===== src/rtl/cfgld_pkg.sv =====
// package of constants for the configuration load sequencer
// assumes a 200 MHz core clock and a synchronous, active-high reset
package cfgld_pkg;
   // ----------------------------------------
   // clock and times
   // ----------------------------------------
   localparam int CLK_MHZ = 200;
   localparam int RESET_MIN_NS = 320;
   localparam int RESET_MIN_CYC = (RESET_MIN_NS * CLK_MHZ + 999) / 1000;
   localparam int FIRST_DATA_DELAY_NS = 1200;
   localparam int FIRST_DATA_DELAY_CYC = (FIRST_DATA_DELAY_NS * CLK_MHZ + 999) / 1000;
   localparam int USER_DELAY_US = 12;
   localparam int USER_DELAY_CYC = USER_DELAY_US * CLK_MHZ;
   // active clock: 200/10 = 20 MHz, 200/20 = 10 MHz with divide-by-eight setting
   localparam int ACTIVE_CLOCK_RATE_MHZ = 20;
   localparam int ACTIVE_HALF_CYC = CLK_MHZ / ACTIVE_CLOCK_RATE_MHZ / 2;
   localparam int SLOW_CLOCK_RATE_MHZ = 10;
   localparam int SLOW_HALF_CYC = CLK_MHZ / SLOW_CLOCK_RATE_MHZ / 2;
   localparam int PASSIVE_CLOCK_LIMIT_X1_MHZ = 25;
   localparam int PASSIVE_CLOCK_LIMIT_WIDE_MHZ = 50;
   // ----------------------------------------
   // widths and sizes
   // ----------------------------------------
   localparam int CNT_W = 16;
   localparam int DATA_W = 8;
   localparam int FIFO_DEPTH = 4;
   localparam logic [31:0] BITSTREAM_BYTES_DEF = 32'h0000_0100;
   // ----------------------------------------
   // modes and states
   // ----------------------------------------
   typedef enum logic [1:0] {
      CFGLD_MODE_ACTIVE = 2'h0,
      CFGLD_MODE_PASSIVE = 2'h1,
      CFGLD_MODE_TAP = 2'h2
   } cfgld_mode_e;
   typedef enum logic [5:0] {
      CFGLD_IDLE = 6'h01,
      CFGLD_RESET = 6'h02,
      CFGLD_WAIT = 6'h04,
      CFGLD_LOAD = 6'h08,
      CFGLD_DONE = 6'h10,
      CFGLD_USER = 6'h20
   } cfgld_state_e;
endpackage


===== src/rtl/cfgld_fifo.sv =====
// small synchronous fifo with valid and ready on both sides
// assumes one clock; read data come from a register
`timescale 1ns/1ps
module cfgld_fifo #(
   parameter int WIDTH = 8,
   parameter int DEPTH = 4
) (
   input wire logic clk,
   input wire logic reset,
   input wire logic [WIDTH-1:0] in_data,
   input wire logic in_valid,
   output logic in_ready,
   output logic [WIDTH-1:0] out_data,
   output logic out_valid,
   input wire logic out_ready
);
   localparam int AW = $clog2(DEPTH);
   logic [WIDTH-1:0] mem_ff [DEPTH];
   logic [AW-1:0] wr_ff, nxt_wr, rd_ff, nxt_rd;
   logic [AW:0] cnt_ff, nxt_cnt;
   logic [WIDTH-1:0] out_data_ff, nxt_out_data;
   logic out_valid_ff, nxt_out_valid;
   logic push, pop, load;

   // ----------------------------------------
   // handshake
   // ----------------------------------------
   // output register counts as one stage, so storage holds DEPTH words beyond it
   assign in_ready = (cnt_ff != (AW+1)'(DEPTH));
   assign push = in_valid && in_ready;
   assign load = !out_valid_ff || out_ready;
   assign pop = load && (cnt_ff != '0);
   assign out_valid = out_valid_ff;
   assign out_data = out_data_ff;

   // next pointers, count and output stage
   always_comb begin
      nxt_wr = push ? wr_ff + AW'(1) : wr_ff;
      nxt_rd = pop ? rd_ff + AW'(1) : rd_ff;
      nxt_cnt = cnt_ff + (AW+1)'(push) - (AW+1)'(pop);
      nxt_out_valid = load ? pop : out_valid_ff;
      nxt_out_data = pop ? mem_ff[rd_ff] : out_data_ff;
   end

   always_ff @(posedge clk) begin
      if (reset) begin
         wr_ff <= '0;
         rd_ff <= '0;
         cnt_ff <= '0;
         out_valid_ff <= 1'b0;
         out_data_ff <= '0;
      end else begin
         wr_ff <= nxt_wr;
         rd_ff <= nxt_rd;
         cnt_ff <= nxt_cnt;
         out_valid_ff <= nxt_out_valid;
         out_data_ff <= nxt_out_data;
      end
   end

   // storage has no reset; only written words are ever read
   always_ff @(posedge clk) begin
      if (push) begin
         mem_ff[wr_ff] <= in_data;
      end
   end
endmodule


===== src/rtl/cfgld_seq.sv =====
// configuration load sequencer: reset pulse check, first-data delay, active
// clock generation, byte capture through a fifo, completion and user entry
// assumes all inputs synchronous to clk; spi and tap pins already sampled
//
// Notes on behaviour
// - user mode follows config_complete high by at least 12 us
// - tap load counts user delay after complete and enter_user_instruction
// - active clock 20 MHz nominal, 10 MHz with divide_by_eight_setting
// - no data accepted before 1.2 us after config reset release
`timescale 1ns/1ps
module cfgld_seq
   import cfgld_pkg::*;
#(
   parameter logic [31:0] BITSTREAM_BYTES = BITSTREAM_BYTES_DEF
) (
   input wire logic clk,
   input wire logic reset,
   input wire logic config_reset_n,
   input wire logic [1:0] mode,
   input wire logic divide_by_eight_setting,
   output logic active_clk,
   output logic flash_select_n,
   input wire logic spi_clk_rise,
   input wire logic [DATA_W-1:0] spi_data,
   input wire logic spi_data_valid,
   input wire logic tap_active,
   input wire logic [DATA_W-1:0] tap_data,
   input wire logic tap_data_valid,
   input wire logic enter_user_instruction,
   output logic [DATA_W-1:0] cfg_data,
   output logic cfg_valid,
   input wire logic cfg_ready,
   output logic config_complete,
   output logic user_mode,
   output logic pin_conflict,
   output logic load_overrun
);
   // ----------------------------------------
   // state and counters
   // ----------------------------------------
   cfgld_state_e state_ff, nxt_state;
   logic [CNT_W-1:0] cnt_ff, nxt_cnt;
   logic [CNT_W-1:0] low_ff, nxt_low;
   logic [31:0] bytes_ff, nxt_bytes;
   logic [7:0] div_ff, nxt_div;
   logic aclk_ff, nxt_aclk;
   logic seen_enter_ff, nxt_seen_enter;
   logic conflict_ff, nxt_conflict;
   logic overrun_ff, nxt_overrun;
   logic complete_ff, nxt_complete;
   logic user_ff, nxt_user;
   logic [DATA_W-1:0] in_data;
   logic in_valid, in_ready, push;
   cfgld_mode_e mode_e;

   // saturating increment used by the state and reset-low counters; bytes_ff and div_ff wrap
   function automatic logic [CNT_W-1:0] sat_inc(input logic [CNT_W-1:0] v);
      return (v == '1) ? v : v + CNT_W'(1);
   endfunction

   assign mode_e = cfgld_mode_e'(mode);

   // ----------------------------------------
   // data source select
   // ----------------------------------------
   // only the selected port feeds the loader; the other is watched for misuse
   always_comb begin
      unique case (mode_e)
         CFGLD_MODE_TAP: begin
            in_data = tap_data;
            in_valid = tap_data_valid;
         end
         default: begin
            in_data = spi_data;
            in_valid = spi_data_valid && spi_clk_rise;
         end
      endcase
   end

   // bytes enter only during the load window, after the first-data delay
   assign push = in_valid && in_ready && (state_ff == CFGLD_LOAD);

   cfgld_fifo #(
      .WIDTH(DATA_W),
      .DEPTH(FIFO_DEPTH)
   ) u_fifo (
      .clk(clk),
      .reset(reset || state_ff == CFGLD_RESET),
      .in_data(in_data),
      .in_valid(in_valid && state_ff == CFGLD_LOAD),
      .in_ready(in_ready),
      .out_data(cfg_data),
      .out_valid(cfg_valid),
      .out_ready(cfg_ready)
   );

   // ----------------------------------------
   // sequencer
   // ----------------------------------------
   // reset pulse shorter than the minimum is ignored rather than half-starting
   always_comb begin
      nxt_state = state_ff;
      nxt_cnt = cnt_ff;
      nxt_bytes = bytes_ff;
      nxt_seen_enter = seen_enter_ff;
      nxt_complete = complete_ff;
      nxt_user = user_ff;
      // low time of the config reset, counted apart from the state
      nxt_low = config_reset_n ? '0 : sat_inc(low_ff);
      unique case (state_ff)
         CFGLD_IDLE, CFGLD_USER: begin
            nxt_cnt = '0;
         end
         CFGLD_RESET: begin
            nxt_complete = 1'b0;
            nxt_user = 1'b0;
            nxt_seen_enter = 1'b0;
            nxt_bytes = '0;
            nxt_cnt = '0;
            if (config_reset_n) begin
               nxt_state = CFGLD_WAIT;
            end
         end
         CFGLD_WAIT: begin
            nxt_cnt = sat_inc(cnt_ff);
            if (cnt_ff >= CNT_W'(FIRST_DATA_DELAY_CYC - 1)) begin
               nxt_state = CFGLD_LOAD;
               nxt_cnt = '0;
            end
         end
         CFGLD_LOAD: begin
            if (push) begin
               nxt_bytes = bytes_ff + 32'h0000_0001;
            end
            if (push && bytes_ff == BITSTREAM_BYTES - 32'h0000_0001) begin
               nxt_state = CFGLD_DONE;
               nxt_complete = 1'b1;
               nxt_cnt = '0;
            end
         end
         CFGLD_DONE: begin
            if (mode_e == CFGLD_MODE_TAP && enter_user_instruction) begin
               nxt_seen_enter = 1'b1;
            end
            // tap loads start counting only once the instruction arrived
            if (mode_e != CFGLD_MODE_TAP || seen_enter_ff) begin
               nxt_cnt = sat_inc(cnt_ff);
            end
            if (cnt_ff >= CNT_W'(USER_DELAY_CYC)) begin
               nxt_state = CFGLD_USER;
               nxt_user = 1'b1;
            end
         end
         default: begin
            nxt_state = CFGLD_IDLE;
            nxt_cnt = '0;
         end
      endcase
      // a pulse counts once it reaches the minimum, from any state;
      // shorter pulses leave state, completion and user mode untouched
      if (!config_reset_n && low_ff >= CNT_W'(RESET_MIN_CYC - 1)) begin
         nxt_state = CFGLD_RESET;
         nxt_complete = 1'b0;
         nxt_user = 1'b0;
         nxt_cnt = '0;
      end
      if (reset) begin
         nxt_state = CFGLD_IDLE;
      end
   end

   always_ff @(posedge clk) begin
      if (reset) begin
         state_ff <= CFGLD_IDLE;
         cnt_ff <= '0;
         bytes_ff <= '0;
         seen_enter_ff <= 1'b0;
         complete_ff <= 1'b0;
         user_ff <= 1'b0;
         low_ff <= '0;
      end else begin
         state_ff <= nxt_state;
         cnt_ff <= nxt_cnt;
         bytes_ff <= nxt_bytes;
         seen_enter_ff <= nxt_seen_enter;
         complete_ff <= nxt_complete;
         user_ff <= nxt_user;
         low_ff <= nxt_low;
      end
   end

   // ----------------------------------------
   // active clock divider
   // ----------------------------------------
   // runs only while loading in active mode so the flash sees no stray edges
   always_comb begin
      nxt_div = div_ff;
      nxt_aclk = aclk_ff;
      if (state_ff == CFGLD_LOAD && mode_e == CFGLD_MODE_ACTIVE) begin
         if (div_ff >= 8'((divide_by_eight_setting ? SLOW_HALF_CYC : ACTIVE_HALF_CYC) - 1)) begin
            nxt_div = '0;
            nxt_aclk = !aclk_ff;
         end else begin
            nxt_div = div_ff + 8'h01;
         end
      end else begin
         nxt_div = '0;
         nxt_aclk = 1'b0;
      end
   end

   always_ff @(posedge clk) begin
      if (reset) begin
         div_ff <= '0;
         aclk_ff <= 1'b0;
      end else begin
         div_ff <= nxt_div;
         aclk_ff <= nxt_aclk;
      end
   end

   // ----------------------------------------
   // misuse monitors
   // ----------------------------------------
   // sticky until the next reconfiguration; set wins over the clear
   always_comb begin
      nxt_conflict = conflict_ff;
      nxt_overrun = overrun_ff;
      if (state_ff == CFGLD_RESET) begin
         nxt_conflict = 1'b0;
         nxt_overrun = 1'b0;
      end
      if (state_ff == CFGLD_WAIT || state_ff == CFGLD_LOAD) begin
         if (mode_e != CFGLD_MODE_TAP && (tap_active || tap_data_valid)) begin
            nxt_conflict = 1'b1;
         end
         if (mode_e == CFGLD_MODE_TAP && spi_data_valid) begin
            nxt_conflict = 1'b1;
         end
      end
      // a byte that finds the fifo full, or comes too early, is lost
      if (in_valid && ((state_ff == CFGLD_LOAD && !in_ready) || state_ff == CFGLD_WAIT)) begin
         nxt_overrun = 1'b1;
      end
   end

   always_ff @(posedge clk) begin
      if (reset) begin
         conflict_ff <= 1'b0;
         overrun_ff <= 1'b0;
      end else begin
         conflict_ff <= nxt_conflict;
         overrun_ff <= nxt_overrun;
      end
   end

   assign active_clk = aclk_ff;
   assign flash_select_n = !(state_ff == CFGLD_LOAD && mode_e == CFGLD_MODE_ACTIVE);
   assign config_complete = complete_ff;
   assign user_mode = user_ff;
   assign pin_conflict = conflict_ff;
   assign load_overrun = overrun_ff;
endmodule


===== config.mk =====
export PLATFORM = sky130hd
export DESIGN_NAME = cfgld_seq
export DESIGN_NICKNAME = d
export VERILOG_FILES = /design/src/rtl/cfgld_pkg.sv /design/src/rtl/cfgld_fifo.sv /design/src/rtl/cfgld_seq.sv
export SDC_FILE = /design/constraint.sdc
export NUM_CORES = 1
export LEC_CHECK = 0
export BUFFER_PORTS_ARGS = -buffer_cell sky130_fd_sc_hd__clkbuf_2
export CAP_MARGIN = 5
export CORE_ASPECT_RATIO = 1.2
export CORE_MARGIN = 5
export CORE_UTILIZATION = 54
export CTS_CLUSTER_SIZE = 14
export DETAILED_ROUTE_END_ITERATION = 6
export PLACE_DENSITY = 0.75
export SETUP_SLACK_MARGIN = 0.2
export SLEW_MARGIN = 20
export SYNTH_ARGS = -nofsm -noshare
export SYNTH_HDL_FRONTEND = slang
export SYNTH_HIERARCHICAL = 1
export SYNTH_SLANG_ARGS = --single-unit

===== constraint.sdc =====
create_clock -name clk -period 3.2 [get_ports clk]
set_input_delay 0.48 -clock clk [delete_from_list [all_inputs] [get_ports clk]]
set_output_delay 0.48 -clock clk [all_outputs]
set_load 0.05 [all_outputs]

==> results.md <==
- The run finished with clean final reports.
- The critical path is of the register to output port type.
- The die outline width is 108 um.
- The share of total power dissipated in combinational logic is 0.154.
- The later pin in the worst-skew pair is clocked with a latency of 0.41 ns.
- The path with the worst hold slack has its endpoint at active_clk.
- The number of clock sinks seen by CTS is roughly 130.
- Counting flops with an async set or reset pin after synthesis yields a share of 0.
- In the finished design, the share of the clock period the worst path needs comes to 0.924.
- The post-route minimum period is just under 3 ns.
- The analysis attributes to net switching a power of 1.20 mW.
- The worst hold path passes through 3 cells.
- After the first detailed-routing iteration, the DRC count stood at 222.
- The maximum clock skew at final layout is around 0.006 ns.
- The post-placement cell area is approximately 6500 sq um.
- The number of antenna violations at the first check in global routing is 0.
- The synthesized design contains 32 enable-type register cells.
- The largest vdd supply drop is 0.328 mV.
- Input and output buffers added on the ports amount to 42.
- The internal portion of the total power is ~3.2 mW.
- The count of nets left with antenna violations once routing finished came out at 0.
- 43 I/O pins were placed.
- The final RePlAce weighted congestion is 0.867.
- The maximum number of pins on one net before global-route repair is 28.
- The normalized max-slew margin is 0.388.
- The share of the synthesized area in the top cell type is 0.325.
- The core footprint is 11100 sq um.
- The global-route wire length before repair is 22100 um.
- The type of the most critical hold path is input pin to register.
- Of the total power, registers draw 0.429.
- The worst reg2reg path endpoint is u_fifo/cnt_ff[2].
- Post-CTS timing repair inserted 0 buffers for setup.
- After clock tree synthesis, the clock-pin slew on the worst setup and hold paths is ~0.060 ns.
- The row count is 42.
- With fillers left out, the area of the finished cells amounts to 7110 sq um.
- The number of warnings printed during yosys synthesis is 6.
- The startpoint of the worst hold path is mode[0].
- The commonest cells after synthesis are sky130_fd_sc_hd__dfxtp_1 (100), sky130_fd_sc_hd__nor2_1 (88), sky130_fd_sc_hd__nand2_1 (51).
- The static leakage power is between 2 and 3 nW.
- The post-synthesis sequential element count is between 100 and 150.
- The via count of the first global-routing pass is ~4700.
- The worst-path cell with the longest stage delay is sky130_fd_sc_hd__or4_4.
- The hold violation total from the final report is 0.
- The leading area contributor after synthesis is sky130_fd_sc_hd__dfxtp_1.
- The delay of the slowest cell on the worst path is ~0.54 ns.
- From synthesis to final layout, the design area changed by 15.3%.
- The routed wirelength normalized by instance count is ~15 um.
- Data arrives at the worst endpoint at around 2.5 ns.
- In this design, the largest share of critical-path delay is due to simple AND/OR/NAND/NOR gates.
- The count of mapped cells out of synthesis is between 600 and 700.
- For the pin with the worst max-slew slack, the measured transition is just over 0.9 ns.
- The placed wire-length estimate is approximately 8900 um.
- For this run, the top clock speed supported by timing is 338 MHz.
- The post-synthesis area per instance is between 9 and 10 sq um.
- The worst-case register-to-register setup slack is 0.31 ns.
- For the final routed database, the setup TNS stands at 0 ns.
- The count of H-tree levels built during CTS is 4.
- The dominant cell by count in the synthesized netlist is sky130_fd_sc_hd__dfxtp_1.
- In the final layout, the share of cells above drive strength 1 is 0.154.
- STA classifies the critical path startpoint as a register.
- The post-synthesis cell type count is 62.
- The routed layout has between 4000 and 5000 vias.
- Of the total power, the share spent switching nets is 0.274.
- For this run, the total global-route usage over all layers was measured as 0.200.
- The tool flagged a number of max-cap violations equal to 0.
- Setup repair after global routing could not meet its margin everywhere.
- The wire length reported by the detailed router is around 13000 um.
- The portion of total power attributed to the clock network is 0.416.
- The maximum buffer depth of the clock tree is 2.
- The count of final setup violators is 0.
- The critical path goes through or4_4 > or3b_4 > buf_6 > or3_4 > buf_4.
- After the last flow step, the layout net total stands at 736.
- The post-synthesis sequential area ratio is 0.481.
- The initial utilization of the core area, before any placement, comes to 0.556.
- The die covers between 10000 and 15000 sq um.
- The first TritonRoute pass finished after 5 iterations.
- The mapped netlist covers a little over 6000 sq um.
- In this run the worst path has a maximum fanout of 15.
- The cell count of the worst reg-to-reg path is 12.
- For the worst setup path, the data required time is 2.72 ns.
- In this run the critical register-to-register path is launched from state_ff[0].
- The top flip-flop cell by instance count after synthesis is sky130_fd_sc_hd__dfxtp_1.
- The max-slew violation count was 0.
- The number of buffers and inverters on the critical path is 2.
- Summed over all layers, the global routing overflow is 0.
- The via density per instance is ~5.8.
- The die outline height is 127 um.
- The number of antenna diodes is 0.
- Sorting the synthesized cells by area gives the leading types as sky130_fd_sc_hd__dfxtp_1 (32%), sky130_fd_sc_hd__edfxtp_1 (16%), sky130_fd_sc_hd__nor2_1 (5.4%), sky130_fd_sc_hd__xnor2_1 (4.5%), sky130_fd_sc_hd__nand2_1 (3.1%).
- STA classifies the critical path endpoint as an output port.
- In the routed design, unresolved DRC markers number 0.
- Counting the fill cells in the layout gives 900.
- The clock tree from TritonCTS is yes.
- The tree is rooted in a sky130_fd_sc_hd__clkbuf_16.
- Dividing total power by cell area gives a power density of slightly above 600 nW/um^2.
- The number of buffers created by CTS is 17.
-- stage by stage --
step                      instances   util  setup slack, ns  hold WS [ns]  total power [mW]
after floorplan                 653      -           0.0893         0.430              2.44
after global placement          828  0.589            0.385         0.450              2.56
after detailed placement        828  0.589            0.334         0.453              2.59
after CTS                       860  0.639            0.217         0.373              4.41
after global routing            860  0.641            0.183         0.391              4.57
final                           860  0.641            0.244         0.390              4.39
-- cell usage in the layout, fill, tap and decap left out, drive strengths merged, types with 19 or more instances in the layout --
| cell | count |
|---|---|
| nor3 | 19 |
| o21ai | 21 |
| a21oi | 28 |
| nor2 | 88 |
| edfxtp | 32 |
| dfxtp | 100 |
| xnor2 | 32 |
| nand3 | 33 |
| clkbuf | 62 |
| nand2 | 51 |
| nor4 | 24 |
| xor2 | 20 |
-- power by group through the flow --
stage,Combinational [mW],Clock (mW),Sequential [mW]
2_1_floorplan,0.423,0,2.02
3_3_place_gp,0.644,0,1.91
3_5_place_dp,0.667,0,1.92
4_1_cts,0.670,1.85,1.89
5_1_grt,0.734,1.93,1.90
6_report,0.677,1.83,1.88
-- worst register-to-register path, stage by stage (launching register included) --
cell and delay [ns]:
sky130_fd_sc_hd__dfxtp_2 0.35, sky130_fd_sc_hd__or4_4 0.54, sky130_fd_sc_hd__or3b_4 0.44, sky130_fd_sc_hd__nor2_4 0.12, sky130_fd_sc_hd__nand2_1 0.06, sky130_fd_sc_hd__ha_1 0.30, sky130_fd_sc_hd__inv_1 0.06, sky130_fd_sc_hd__ha_1 0.12
sky130_fd_sc_hd__inv_1 0.05, sky130_fd_sc_hd__fa_2 0.33, sky130_fd_sc_hd__xor2_1 0.16, sky130_fd_sc_hd__and2_2 0.20, sky130_fd_sc_hd__nor3_2 0.09
-- metal layers --
metal / GRT usage / vias to the layer above / part of all wire
li1: - / 2425 / -
met1: 0.238 / 2365 / 0.42
met2: 0.344 / 132 / 0.51
met3: 0.0469 / 26 / 0.047
met4: 0.0847 / 0 / 0.024
met5: 0 / - / 0
-- state kept, by name (all words and copies together), names as in the netlist, 2 cells and up --
| register | cells |
|---|---|
| bytes_ff | 32 |
| u_fifo/mem_ff | 32 |
| cnt_ff | 16 |
| low_ff | 16 |
| div_ff | 8 |
| u_fifo/out_data | 8 |
| state_ff | 6 |
| u_fifo/cnt_ff | 3 |
| u_fifo/rd_ff | 2 |
| u_fifo/wr_ff | 2 |
-- kinds of logic after synthesis --
logic type / after synthesis / synth area share
other: 1 / 0.000608
buffers and inverters: 50 / 0.0333
xor gates and xnor gates: 52 / 0.0739
AOI/OAI and AO/OA: 86 / 0.0897
adders and majority gates: 15 / 0.0317
and+or+nand+nor: 303 / 0.254
muxes: 12 / 0.0357
DFF: 132 / 0.481
-- worst max path at each step --
stage               depth (start not counted)  slack, ns                to   startpoint
floorplan                                  15       0.09  u_fifo/cnt_ff[2]  state_ff[1]
global placement                           12       0.38  u_fifo/cnt_ff[2]  state_ff[1]
detailed placement                         12       0.33  u_fifo/cnt_ff[2]  state_ff[1]
CTS                                         5       0.22    flash_select_n  state_ff[0]
global route                               12       0.18  u_fifo/cnt_ff[2]  state_ff[0]
finish                                      5       0.24    flash_select_n  state_ff[0]
-- area by class of cell --
cell class / count / area [sq um] / share of cell area
well taps: 154 / 193 / 0.0271
clock inverters: 11 / 113 / 0.0158
multi-input cells: 471 / 3030 / 0.426
clock buffers: 21 / 440 / 0.0620
flip-flops and latches: 132 / 2970 / 0.417
inverters: 17 / 63.8 / 0.00898
repair buffers: 54 / 307 / 0.0431
-- what timing repair did --
item	in CTS	in global routing
setup endpoints to repair	0	2
resized for setup	0	8
hold buffers	0	0
Power figures use the tool's default switching activity.
